--- config.mk ---
export PLATFORM = sky130hd
export DESIGN_NAME = refresh_timer
export DESIGN_NICKNAME = d
export VERILOG_FILES = /design/src/refresh_pkg.sv /design/src/refresh_clock_edge.sv /design/src/refresh_timer.sv
export SDC_FILE = /design/constraint.sdc
export NUM_CORES = 1
export LEC_CHECK = 0
export ABC_AREA = 1
export BUFFER_PORTS_ARGS = -buffer_cell sky130_fd_sc_hd__buf_2
export CORE_MARGIN = 2
export CORE_UTILIZATION = 45
export CTS_BUF_LIST = sky130_fd_sc_hd__clkbuf_4
export DETAILED_ROUTE_END_ITERATION = 16
export MAX_ROUTING_LAYER = met4
export PLACE_DENSITY = 0.69
export SETUP_SLACK_MARGIN = 0.1
export SYNTH_ARGS = -nofsm -noshare
export SYNTH_HDL_FRONTEND = slang
export SYNTH_SLANG_ARGS = --single-unit
--- constraint.sdc ---
create_clock -name ref_clk -period 4.31 [get_ports ref_clk]
set_clock_uncertainty 0.2 [all_clocks]
set_input_delay 1.293 -clock ref_clk [delete_from_list [all_inputs] [get_ports ref_clk]]
set_output_delay 1.293 -clock ref_clk [all_outputs]
set_load 0.05 [all_outputs]
--- src/refresh_pkg.sv ---
package refresh_pkg;

  // ****************************************************
  // widths and reset values
  // ****************************************************
  localparam int CNT_W = 8;
  localparam logic [7:0] COUNTER_RST = 8'h00;
  localparam logic [7:0] CONSTANT_RST = 8'hFF;
  localparam logic [2:0] CLK_SEL_RST = 3'h0;
  // prescaler taps for clock select 1..7 (select 0 halts the counter)
  localparam int PRESC_W = 12;
  localparam int TAP_1 = 0;
  localparam int TAP_2 = 2;
  localparam int TAP_3 = 4;
  localparam int TAP_4 = 6;
  localparam int TAP_5 = 8;
  localparam int TAP_6 = 10;
  localparam int TAP_7 = 11;
  // refresh cycle length in clock cycles, same for both memory kinds
  localparam int REFRESH_CYCLES = 3;
  localparam logic [1:0] REFRESH_LAST = 2'h2;

  // bus owner after arbitration
  typedef enum logic [1:0]
  {
    OWN_EXT = 2'b00,
    OWN_REFRESH = 2'b01,
    OWN_DMA = 2'b10,
    OWN_CPU = 2'b11
  } bus_owner_t;

  // refresh sequencer states
  typedef enum logic [1:0]
  {
    RF_IDLE = 2'b00,
    RF_REQ = 2'b01,
    RF_CYCLE = 2'b10
  } refresh_state_t;

endpackage

--- src/refresh_clock_edge.sv ---
// ****************************************************
// counter clock from selected prescaler tap
// ****************************************************
module refresh_clock_edge #(
  parameter int PRESC_W = refresh_pkg::PRESC_W
)
(
  input wire logic ref_clk,
  input wire logic rst_b,
  input wire logic run,
  input wire logic [2:0] clock_source_select,
  output logic count_pulse
);

  initial
  begin
    if (PRESC_W <= refresh_pkg::TAP_7)
      $error("prescaler too narrow for the highest tap");
  end

  logic [PRESC_W-1:0] presc_r;
  logic tap_now;
  logic tap_prev_r;

  // free-running prescaler, held clear when the block is stopped
  always_ff @(posedge ref_clk)
  begin
    if (!rst_b || !run)
      presc_r <= '0;
    else
      presc_r <= presc_r + 1'b1;
  end

  // select 0 halts: the level reads as low
  always_comb
  begin
    case (clock_source_select)
      3'h1: tap_now = presc_r[refresh_pkg::TAP_1];
      3'h2: tap_now = presc_r[refresh_pkg::TAP_2];
      3'h3: tap_now = presc_r[refresh_pkg::TAP_3];
      3'h4: tap_now = presc_r[refresh_pkg::TAP_4];
      3'h5: tap_now = presc_r[refresh_pkg::TAP_5];
      3'h6: tap_now = presc_r[refresh_pkg::TAP_6];
      3'h7: tap_now = presc_r[refresh_pkg::TAP_7];
      default: tap_now = 1'b0;
    endcase
  end

  // previous level of whatever tap is selected, so a switch from a high
  // fast tap to a low slow tap looks like a falling edge by design
  always_ff @(posedge ref_clk)
  begin
    if (!rst_b || !run)
      tap_prev_r <= 1'b0;
    else
      tap_prev_r <= tap_now;
  end

  assign count_pulse = run && tap_prev_r && !tap_now;

endmodule

--- src/refresh_timer.sv ---
module refresh_timer #(
  parameter int CNT_W = refresh_pkg::CNT_W
)
(
  input wire logic ref_clk,
  input wire logic rst_b,
  input wire logic sleep_mode,
  input wire logic hw_standby,
  input wire logic sw_standby,
  input wire logic dynamic_ram_enable,
  input wire logic pseudo_static_enable,
  input wire logic self_refresh_select,
  input wire logic cas_mode,
  input wire logic area3_access_states,
  input wire logic wait_request,
  input wire logic [2:0] clk_sel_wdata,
  input wire logic ctrl_write_t3,
  input wire logic irq_enable_wdata,
  input wire logic flag_clear,
  input wire logic [CNT_W-1:0] counter_wdata,
  input wire logic counter_write_t3,
  input wire logic [CNT_W-1:0] constant_wdata,
  input wire logic constant_write_t3,
  input wire logic ext_bus_req,
  input wire logic dma_bus_req,
  input wire logic cpu_bus_req,
  output logic [1:0] bus_owner,
  output logic [CNT_W-1:0] refresh_counter,
  output logic [CNT_W-1:0] refresh_constant,
  output logic [2:0] clock_source_select,
  output logic compare_match_flag,
  output logic compare_irq_enable,
  output logic compare_match_interrupt,
  output logic refresh_busy,
  output logic refresh_strobe_b,
  output logic area3_chip_select_b,
  output logic row_strobe_b,
  output logic column_strobe_b,
  output logic read_strobe_oe,
  output logic upper_write_strobe_b,
  output logic lower_write_strobe_b,
  output logic write_strobe_oe
);

  initial
  begin
    if (CNT_W < 2 || CNT_W > 16)
      $error("counter width out of range");
  end

  // ****************************************************
  // mode decode
  // ****************************************************
  logic run;
  logic mem_mode;
  logic timer_mode;
  logic standby_init;
  logic count_pulse;
  logic match_now;
  logic compare_evt;
  logic refresh_req;
  logic first_pending_r;
  logic [CNT_W-1:0] counter_r;
  logic [CNT_W-1:0] constant_r;
  logic [2:0] clk_sel_r;
  logic flag_r;
  logic irq_en_r;
  logic self_ref_active_r;
  logic cas_low_r;
  logic [1:0] cyc_cnt_r;
  refresh_pkg::refresh_state_t state_r;
  refresh_pkg::bus_owner_t owner;

  // sleep does not stop anything; only hardware standby and software standby do
  assign run = !hw_standby && !sw_standby;
  assign mem_mode = dynamic_ram_enable || pseudo_static_enable;
  assign timer_mode = !mem_mode;
  assign standby_init = sw_standby || hw_standby;

  refresh_clock_edge #(
    .PRESC_W(refresh_pkg::PRESC_W)
  ) u_edge (
    .ref_clk(ref_clk),
    .rst_b(rst_b),
    .run(run),
    .clock_source_select(clk_sel_r),
    .count_pulse(count_pulse)
  );

  // ****************************************************
  // compare logic
  // ****************************************************
  // match is only signalled as the counter moves off the matching value
  assign match_now = (counter_r == constant_r);
  assign compare_evt = run && count_pulse && match_now && !constant_write_t3;

  // counter: clear beats write, write beats increment
  always_ff @(posedge ref_clk)
  begin
    if (!rst_b || standby_init)
      counter_r <= refresh_pkg::COUNTER_RST[CNT_W-1:0];
    else if (compare_evt)
      counter_r <= '0;
    else if (counter_write_t3)
      counter_r <= counter_wdata;
    else if (count_pulse)
      counter_r <= counter_r + 1'b1;
  end

  // constant survives software standby; hardware standby stops writes only
  always_ff @(posedge ref_clk)
  begin
    if (!rst_b)
      constant_r <= refresh_pkg::CONSTANT_RST[CNT_W-1:0];
    else if (constant_write_t3 && !hw_standby)
      constant_r <= constant_wdata;
  end

  // clock select is kept across standby
  always_ff @(posedge ref_clk)
  begin
    if (!rst_b)
      clk_sel_r <= refresh_pkg::CLK_SEL_RST;
    else if (ctrl_write_t3 && run)
      clk_sel_r <= clk_sel_wdata;
  end

  // flag: set wins over a software clear; standby clears it in timer use
  always_ff @(posedge ref_clk)
  begin
    if (!rst_b)
      flag_r <= 1'b0;
    else if (compare_evt)
      flag_r <= 1'b1;
    else if (standby_init && timer_mode)
      flag_r <= 1'b0;
    else if (flag_clear)
      flag_r <= 1'b0;
  end

  // interrupt enable cleared by standby only in timer use
  always_ff @(posedge ref_clk)
  begin
    if (!rst_b)
      irq_en_r <= 1'b0;
    else if (standby_init && timer_mode)
      irq_en_r <= 1'b0;
    else if (ctrl_write_t3 && run)
      irq_en_r <= irq_enable_wdata;
  end

  assign compare_match_interrupt = timer_mode && flag_r && irq_en_r;

  // ****************************************************
  // refresh request and cycle
  // ****************************************************
  // the first match after reset or standby is swallowed
  always_ff @(posedge ref_clk)
  begin
    if (!rst_b || standby_init)
      first_pending_r <= 1'b1;
    else if (compare_evt)
      first_pending_r <= 1'b0;
  end

  // same request path for DRAM and pseudo-static memory
  assign refresh_req = compare_evt && mem_mode && !first_pending_r;

  // fixed arbitration order
  always_comb
  begin
    if (ext_bus_req)
      owner = refresh_pkg::OWN_EXT;
    else if (state_r != refresh_pkg::RF_IDLE)
      owner = refresh_pkg::OWN_REFRESH;
    else if (dma_bus_req)
      owner = refresh_pkg::OWN_DMA;
    else
      owner = refresh_pkg::OWN_CPU;
  end
  assign bus_owner = owner;

  // a request held while the bus is elsewhere runs once after release;
  // a cycle already started runs on to its end, though an external master is still granted the bus at once
  always_ff @(posedge ref_clk)
  begin
    if (!rst_b || standby_init)
    begin
      state_r <= refresh_pkg::RF_IDLE;
      cyc_cnt_r <= 2'h0;
    end
    else
    begin
      case (state_r)
        refresh_pkg::RF_IDLE:
        begin
          if (refresh_req)
            state_r <= refresh_pkg::RF_REQ;
        end
        refresh_pkg::RF_REQ:
        begin
          if (!ext_bus_req)
          begin
            state_r <= refresh_pkg::RF_CYCLE;
            cyc_cnt_r <= 2'h0;
          end
        end
        refresh_pkg::RF_CYCLE:
        begin
          // wait states stretch the cycle only when enabled for area 3
          if (area3_access_states && wait_request)
            cyc_cnt_r <= cyc_cnt_r;
          else if (cyc_cnt_r == refresh_pkg::REFRESH_LAST)
            state_r <= refresh_pkg::RF_IDLE;
          else
            cyc_cnt_r <= cyc_cnt_r + 2'h1;
        end
        default:
          state_r <= refresh_pkg::RF_IDLE;
      endcase
    end
  end

  assign refresh_busy = (state_r == refresh_pkg::RF_CYCLE);

  // ****************************************************
  // self-refresh strobes
  // ****************************************************
  // column strobe goes low first, row strobe one cycle later
  always_ff @(posedge ref_clk)
  begin
    if (!rst_b || !sw_standby)
    begin
      cas_low_r <= 1'b0;
      self_ref_active_r <= 1'b0;
    end
    else
    begin
      cas_low_r <= self_refresh_select;
      self_ref_active_r <= cas_low_r;
    end
  end

  // pins: pseudo-static standby floats read and write strobes
  always_comb
  begin
    refresh_strobe_b = 1'b1;
    area3_chip_select_b = 1'b1;
    row_strobe_b = 1'b1;
    column_strobe_b = 1'b1;
    read_strobe_oe = 1'b1;
    write_strobe_oe = 1'b1;
    upper_write_strobe_b = 1'b1;
    lower_write_strobe_b = 1'b1;
    if (hw_standby)
    begin
      read_strobe_oe = 1'b0;
      write_strobe_oe = 1'b0;
    end
    else if (sw_standby && pseudo_static_enable && !dynamic_ram_enable)
    begin
      read_strobe_oe = 1'b0;
      write_strobe_oe = 1'b0;
      refresh_strobe_b = !self_refresh_select;
    end
    else if (sw_standby && dynamic_ram_enable)
    begin
      read_strobe_oe = self_refresh_select;
      write_strobe_oe = self_refresh_select;
      if (self_refresh_select)
      begin
        column_strobe_b = !cas_low_r;
        row_strobe_b = !self_ref_active_r;
        refresh_strobe_b = !cas_low_r;
        upper_write_strobe_b = !(cas_mode && cas_low_r);
        lower_write_strobe_b = !(cas_mode && cas_low_r);
      end
    end
    else if (refresh_busy)
    begin
      // every chip in area 3 sees this strobe at the same time
      refresh_strobe_b = 1'b0;
      column_strobe_b = 1'b0;
      row_strobe_b = (cyc_cnt_r == 2'h0);
    end
  end

  assign refresh_counter = counter_r;
  assign refresh_constant = constant_r;
  assign clock_source_select = clk_sel_r;
  assign compare_match_flag = flag_r;
  assign compare_irq_enable = irq_en_r;

  // ****************************************************
  // checks
  // ****************************************************
  compare_clears_a: assert property (@(posedge ref_clk) disable iff (!rst_b)
    compare_evt && !standby_init |=> counter_r == '0)
    else $error("counter not cleared by compare match");

  flag_sets_a: assert property (@(posedge ref_clk) disable iff (!rst_b)
    compare_evt |=> flag_r)
    else $error("flag not set by compare match");

  match_needs_pulse_a: assert property (@(posedge ref_clk) disable iff (!rst_b)
    $rose(flag_r) |-> $past(count_pulse) && $past(match_now))
    else $error("flag set without leaving the match value");

  write_beats_inc_a: assert property (@(posedge ref_clk) disable iff (!rst_b)
    counter_write_t3 && !compare_evt && !standby_init |=> counter_r == $past(counter_wdata))
    else $error("counter write lost");

  constant_write_a: assert property (@(posedge ref_clk) disable iff (!rst_b)
    constant_write_t3 && !flag_r |=> !flag_r)
    else $error("compare not suppressed during constant write");

  first_swallowed_a: assert property (@(posedge ref_clk) disable iff (!rst_b)
    compare_evt && first_pending_r |=> state_r == refresh_pkg::RF_IDLE)
    else $error("first request produced a refresh");

  standby_init_a: assert property (@(posedge ref_clk) disable iff (!rst_b)
    sw_standby |=> counter_r == '0 && $stable(constant_r) && $stable(clk_sel_r))
    else $error("standby did not keep settings");

  irq_gate_a: assert property (@(posedge ref_clk) disable iff (!rst_b)
    compare_match_interrupt |-> irq_en_r && flag_r)
    else $error("interrupt while disabled");

  ext_first_a: assert property (@(posedge ref_clk) disable iff (!rst_b)
    ext_bus_req |-> bus_owner == refresh_pkg::OWN_EXT)
    else $error("external master not granted");

  // standby legitimately cuts a cycle short, so it stops the check
  refresh_len_a: assert property (@(posedge ref_clk) disable iff (!rst_b || standby_init)
    state_r == refresh_pkg::RF_REQ && !ext_bus_req && !standby_init |=> refresh_busy [*3])
    else $error("refresh cycle too short");

  cas_before_ras_a: assert property (@(posedge ref_clk) disable iff (!rst_b)
    $fell(row_strobe_b) && sw_standby |-> !$past(column_strobe_b))
    else $error("row strobe fell before column strobe");

endmodule
[Word-level counts from Yosys, hierarchy flattened]
Index checks and enable logic that the tools add are counted.
Storage, ports and cells
  word-level logic and storage cells: 115
  register bits: 41
  output and inout port bits: 33
  input port bits: 38
Operators by class
  eq/ne operators: 16
  reductions and logical operators: 46
  muxes and demuxes: 37
  bitwise operators: 1
  add/sub/neg operators: 3
Operators with widths (number)
  1-bit 2-to-1 mux: 23
  1-bit logical AND: 18
  2-bit 2-to-1 mux: 9
  8-bit 2-to-1 mux: 2
  1-bit zero test: 13
  12-bit by 1-bit adder with 12-bit output, second input constant: 1
  3-bit equality test, second input constant: 4
  8-bit by 1-bit adder with 8-bit output, second input constant: 1
  8-bit equality test: 1
  2-bit != test, second input constant: 4
  4-bit AND reduction: 2
  1-bit case mux with 7 select lines: 1
  3-bit by 2-bit equality test with 1-bit output, second input constant: 2
  2-bit case mux with 3 select lines: 1
  2-bit nonzero test: 3
  1-bit logical OR: 5
  2-bit equality test, second input constant: 2
  2-bit zero test: 2
  2-bit case mux with 2 select lines: 1
  2-bit OR reduction: 2
  3-bit by 1-bit equality test with 1-bit output, second input constant: 1
  3-bit nonzero test: 1
  2-bit by 1-bit adder with 2-bit output, second input constant: 1
  2-bit by 1-bit equality test with 1-bit output, second input constant: 1
  2 further kinds: 2

[Longest topological paths before layout]
  word-level depth: 11
  mapped depth: 10
  depth with buffers taken out: 10

[Cells and area by module]
From an unflattened synthesis, not the netlist that was laid out.
Second synthesis, totals
  cell total of the unflattened synthesis: 339
  area, all modules: 2282.2 um^2
Modules (own cells, without submodules)
  refresh_timer: cells each 235, instances 1, area each 1589.0 um^2, sequential area each 560.5 um^2
  refresh_clock_edge: cells each 104, instances 1, area each 693.2 um^2, sequential area each 260.2 um^2

[Least setup slack after synthesis]
No wires, ideal clock.
  kind: in2out
  start point: input port sw_standby
  end point: output port row_strobe_b
  data arrival time: 3224 ps
  path buffers: 0
  slack: -407 ps
  data required time: 2817 ps
  cell stages on the path: 5
  path through: inv_1 -> nor3_1 -> or2_2 -> a21oi_1 -> o211ai_1
On the way
  word-level cells in the longest chain between the ends: 4
  elaborated cells on any way between the ends: 6
  those cells by class: mux: 3; reduce/logical: 3
Ends and longest elaborated chain
  from (decl): line refresh_timer.sv:9  | input wire logic sw_standby,
  1-bit logical AND (on tied branches): line refresh_timer.sv:266, refresh_timer.sv:260
  1-bit 2-to-1 mux or 1-bit logical AND (tied branches): line refresh_timer.sv:266, refresh_timer.sv:260
  1-bit 2-to-1 mux (*): line refresh_timer.sv:260  | else if (sw_standby && pseudo_static_enable && !dynamic_ram_enable)
  1-bit 2-to-1 mux (*): line refresh_timer.sv:255  | if (hw_standby)
  to (decl): line refresh_timer.sv:37  | output logic row_strobe_b,
Every way passes the cells marked *; elsewhere a longest branch is shown, timed or not.

[Worst setup path in the final report]
  start point: input port sw_standby
  end point: output port refresh_strobe_b
On the way
  word-level cells in the longest chain between the ends: 4
  elaborated cells on any way between the ends: 6
  those cells by class: mux: 3; reduce/logical: 3
Ends and longest elaborated chain
  1-bit logical AND (on tied branches): line refresh_timer.sv:266, refresh_timer.sv:260
  1-bit 2-to-1 mux or 1-bit logical AND (tied branches): line refresh_timer.sv:266, refresh_timer.sv:260
  1-bit 2-to-1 mux (*): line refresh_timer.sv:260
  1-bit 2-to-1 mux (*): line refresh_timer.sv:255
  to (decl): line refresh_timer.sv:35  | output logic refresh_strobe_b,
Marked as above.

==> results_tabular.tex <==
\begin{tabular}{lr}
\hline
Metric & Value \\
\hline
\multicolumn{2}{l}{\textbf{Timing}} \\
\quad Timing-limited maximum frequency & 0.2585 GHz \\
\quad Min Tclk post-route & 3.869 ns \\
\quad Unrepaired setup endpoints after global routing & false \\
\quad Setup total negative slack & 0 ns \\
\quad Endpoints failing hold & 0 \\
\quad Max-slew violation count & 0 \\
\quad Tcrit/Tclk final & 89.77\% \\
\quad Number of failing setup endpoints in the final timing report & 0 \\
\multicolumn{2}{l}{\textbf{Clock tree}} \\
\quad Setup bufs post-CTS & 0 \\
\quad TritonCTS clock tree & done \\
\quad Resized cells post-CTS & 0 \\
\quad Clock transition at the register clock pins on the worst setup and hold paths after CTS & 0.12 ns \\
\quad Root buffer cell & sky130\_fd\_sc\_hd\_\_clkbuf\_4 \\
\quad Number of buffers added to fix hold violations after cts & 0 \\
\quad Number of clock sinks & 41 \\
\quad H-Tree Depth & 2 \\
\quad Clock insertion delay at the later pin of the skew report & 0.37 ns \\
\quad TritonCTS buffer count & 5 \\
\quad Max Root-Sink Buffers & 2 \\
\multicolumn{2}{l}{\textbf{Critical path}} \\
\quad Arrival time of data at the critical path endpoint & 2.38 ns \\
\quad Startpoint of the most critical register-to-register path & refresh\_counter[4] \\
\quad Worst Reg2Reg Path Length in Cells & 9 \\
\quad Class of the most critical setup path & in2out \\
\quad RR Endpoint & refresh\_counter[7] \\
\quad Type of element capturing the critical path & primary output \\
\quad Endpoint required time on the critical path & 2.82 ns \\
\quad Slack of the worst reg-to-reg path & 2.47 ns \\
\quad Crit path max fanout & 4 \\
\quad CP Launch Type & input port \\
\multicolumn{2}{l}{\textbf{Power and ir drop}} \\
\quad Net switching power figure & 235.0 uW \\
\quad Gate power share & 16.9\% \\
\quad Worst-case vdd ir drop & 0.1753 mV \\
\quad Net switching share of the total power & 32.51\% \\
\quad Leakage power figure & 1.196 nW \\
\quad Power density of the placed cells & 278.5 mW/mm\^{}2 \\
\quad Sequential fraction of design power & 54.9\% \\
\quad Part of the power in the clock network & 28.3\% \\
\quad P\_int & 488.0 uW \\
\multicolumn{2}{l}{\textbf{Route}} \\
\quad Post-DRT Antenna Nets & 0 \\
\quad Remaining design rule violation count & 0 \\
\quad Average wire per standard cell & 11.25 microns \\
\quad Wire length after detailed routing & 5028 microns \\
\quad DR vias/cell & 4.964 \\
\quad Total number of vias & 2219 \\
\quad First-pass detailed-route iteration total & 4 \\
\quad Number of violations reported at the end of detailed-routing iteration 0 & 92 \\
\multicolumn{2}{l}{\textbf{Synth}} \\
\quad Fraction of synthesized cell area taken by the top area cell type & 37.77\% \\
\quad Yosys synthesis warning count & 0 \\
\quad Compound-Gate Fraction of Synth Area & 12.49\% \\
\quad Average size of a mapped cell & 6.646 sq um \\
\quad Synthesized-area fraction occupied by and/or/nand/nor cells & 34.66\% \\
\quad Flops \& latches, synth & 41 \\
\quad Main combinational cell family by area after synthesis & simple AND/OR/NAND/NOR gates \\
\quad Number of cells produced by synthesis & 327 \\
\quad Post-synthesis net count & 369 \\
\quad Parity-gate share of the synthesized area counting xor and xnor cells & 2.015\% \\
\quad Cell types occupying the most area after synthesis & sky130\_fd\_sc\_hd\_\_dfxtp\_1, sky130\_fd\_sc\_hd\_\_nand2\_1, sky130\_fd\_sc\_hd\_\_inv\_1, sky130\_fd\_sc\_hd\_\_nand3\_1, sky130\_fd\_sc\_hd\_\_a21oi\_1 \\
\quad Number of distinct library cells after synthesis & 27 \\
\quad Post-synthesis instance area & 0.002173 sq mm \\
\quad Proportion of synthesized area in mux cells & 0\% \\
\quad Sequential cell area fraction in the yosys report & 37.77\% \\
\quad Cell taking the most area after synthesis & sky130\_fd\_sc\_hd\_\_dfxtp\_1 \\
\quad Adder-cell area share of the yosys netlist & 2.303\% \\
\multicolumn{2}{l}{\textbf{Die}} \\
\quad Initial standard-cell utilization of the core & 46.32\% \\
\quad Ports placed on the boundary & 71 \\
\quad Floorplan die area & 0.005402 sq mm \\
\quad Core area & 0.004692 sq mm \\
\quad Width of the die & 73.50 microns \\
\quad Die span in y & 73.50 microns \\
\quad Number of core rows & 25 \\
\multicolumn{2}{l}{\textbf{Min path}} \\
\quad HP Start & first\_pending\_r \\
\quad End point of the most critical hold path & first\_pending\_r \\
\quad Number of instances on the worst hold path & 2 \\
\quad Path category of the worst min-delay check & reg2reg \\
\multicolumn{2}{l}{\textbf{Place}} \\
\quad Port Buf Inserts & 67 \\
\quad Placed wire-length estimate & 3827 microns \\
\quad Routability-driven placement congestion ratio & 0.8285 \\
\multicolumn{2}{l}{\textbf{Final layout}} \\
\quad Net count, final & 434 \\
\quad Growth of design area from synthesis to finish & 19.46\% \\
\quad Top library cells by usage in the layout, fill and taps aside & sky130\_fd\_sc\_hd\_\_nand2\_1, sky130\_fd\_sc\_hd\_\_buf\_2, sky130\_fd\_sc\_hd\_\_inv\_1, sky130\_fd\_sc\_hd\_\_dfxtp\_1, sky130\_fd\_sc\_hd\_\_nand3\_1 \\
\quad Most common cell after layout, fill and taps aside & sky130\_fd\_sc\_hd\_\_nand2\_1 \\
\quad Core utilization of the finished layout & 55.33\% \\
\quad Antenna diode instance count & 0 \\
\quad Layout cells sized above 1 & 22.65\% \\
\multicolumn{2}{l}{\textbf{Global routing}} \\
\quad Via count of the first global-routing pass & 1907 \\
\quad Total congestion overflow & 0 \\
\quad Total global-route track usage & 20.62\% \\
\quad Pin count of the biggest net entering global routing & 15 \\
\quad Number of antenna violations at the first check in global routing & 0 \\
\quad Global-route wire length before repair & 8459 microns \\
\multicolumn{2}{l}{\textbf{Job}} \\
\quad Max Cap Violations & 0 \\
\multicolumn{2}{l}{\textbf{Status}} \\
\quad Run status & finished clean \\
\hline
\end{tabular}
-- cell type report --
type	count	area (sq um)
multi-input cells	229	1134
well taps	54	67.56
flip-flops and latches	41	820.8
fillers	469	2096
clock buffers	5	37.54
repair buffers	67	335.3
clock inverters	3	21.27
inverters	48	180.2
-- metrics by stage --
stage	instance area (sq um)	hold WS, ns	worst slack (ns)	std cells	power, mW
after floorplan	2185	0.2203	0.2609	327	0.4897
after global placement	2537	0.2341	0.4770	439	0.5266
after detailed placement	2537	0.2356	0.4434	439	0.5274
after CTS	2596	0.2605	0.4426	447	0.7316
after global routing	2596	0.2985	0.3473	447	0.7546
final	2596	0.2589	0.4410	447	0.7230
-- critical path, cell delays in order --
cell,delay [ns]
sky130_fd_sc_hd__buf_2,0.14
sky130_fd_sc_hd__inv_1,0.07
sky130_fd_sc_hd__nor3_1,0.21
sky130_fd_sc_hd__or2_2,0.18
sky130_fd_sc_hd__nor2_1,0.06
sky130_fd_sc_hd__a31oi_1,0.14
sky130_fd_sc_hd__buf_2,0.28
-- Yosys cell counts --
cell                        n
sky130_fd_sc_hd__inv_1     48
sky130_fd_sc_hd__a31oi_1    1
sky130_fd_sc_hd__nor2_1    24
sky130_fd_sc_hd__nand2_2    4
sky130_fd_sc_hd__nand3_1   34
sky130_fd_sc_hd__dfxtp_1   41
sky130_fd_sc_hd__nor2_2     2
sky130_fd_sc_hd__nor2_4     3
sky130_fd_sc_hd__nand3_2    1
sky130_fd_sc_hd__o21ai_0   16
sky130_fd_sc_hd__nor3_1     8
sky130_fd_sc_hd__and3_1     1
sky130_fd_sc_hd__or2_2      2
sky130_fd_sc_hd__xor2_1     2
sky130_fd_sc_hd__nand2_1   85
sky130_fd_sc_hd__a211oi_1   2
sky130_fd_sc_hd__nor4_1     2
sky130_fd_sc_hd__conb_1     1
sky130_fd_sc_hd__buf_4      4
sky130_fd_sc_hd__ha_1       4
sky130_fd_sc_hd__or3b_2     1
sky130_fd_sc_hd__a21oi_1   25
sky130_fd_sc_hd__o211ai_1   6
sky130_fd_sc_hd__buf_2      1
sky130_fd_sc_hd__clkbuf_1   4
sky130_fd_sc_hd__nand4_1    2
sky130_fd_sc_hd__xnor2_1    3
-- routing by layer --
metal | track usage [%] | wire, microns | vias to the layer above
met4 | 6.667 | 72 | 0
met1 | 25.66 | 2424 | 976
met3 | 4.664 | 312 | 7
met5 | - | 0 | -
met2 | 33.13 | 2219 | 66
li1 | - | - | 1170
-- how the worst max path moves through the flow --
stage,start,to,slack [ns]
after floorplan,sw_standby,row_strobe_b,0.26
after global placement,sw_standby,refresh_strobe_b,0.48
after detailed placement,sw_standby,refresh_strobe_b,0.44
after CTS,sw_standby,refresh_strobe_b,0.44
after global routing,sw_standby,refresh_strobe_b,0.35
final,sw_standby,refresh_strobe_b,0.44
-- registers in the layout, summed over array words and instances (netlist names) --
name,cells
cas_low_r,1
clock_source_select,3
compare_irq_enable,1
compare_match_flag,1
cyc_cnt_r,2
first_pending_r,1
refresh_constant,8
refresh_counter,8
self_ref_active_r,1
state_r,2
u_edge.presc_r,12
u_edge.tap_prev_r,1
-- power groups by stage --
stage / clock network, mW / logic, mW / registers, mW
detailed placement: 0 / 0.122 / 0.405
global placement: 0 / 0.121 / 0.405
finish: 0.204 / 0.122 / 0.397
floorplan: 0 / 0.0601 / 0.430
CTS: 0.212 / 0.122 / 0.397
global route: 0.222 / 0.134 / 0.398
-- logic make-up (layout without fill, tap and decap cells) --
group / count (synthesis) / count (layout)
compound gates: 50 / 50
other cells: 1 / 1
buf+inv: 57 / 123
fa+ha+maj: 4 / 4
simple gates: 169 / 169
flops: 41 / 41
xor+xnor: 5 / 5
(Power assumes the default switching activity.)
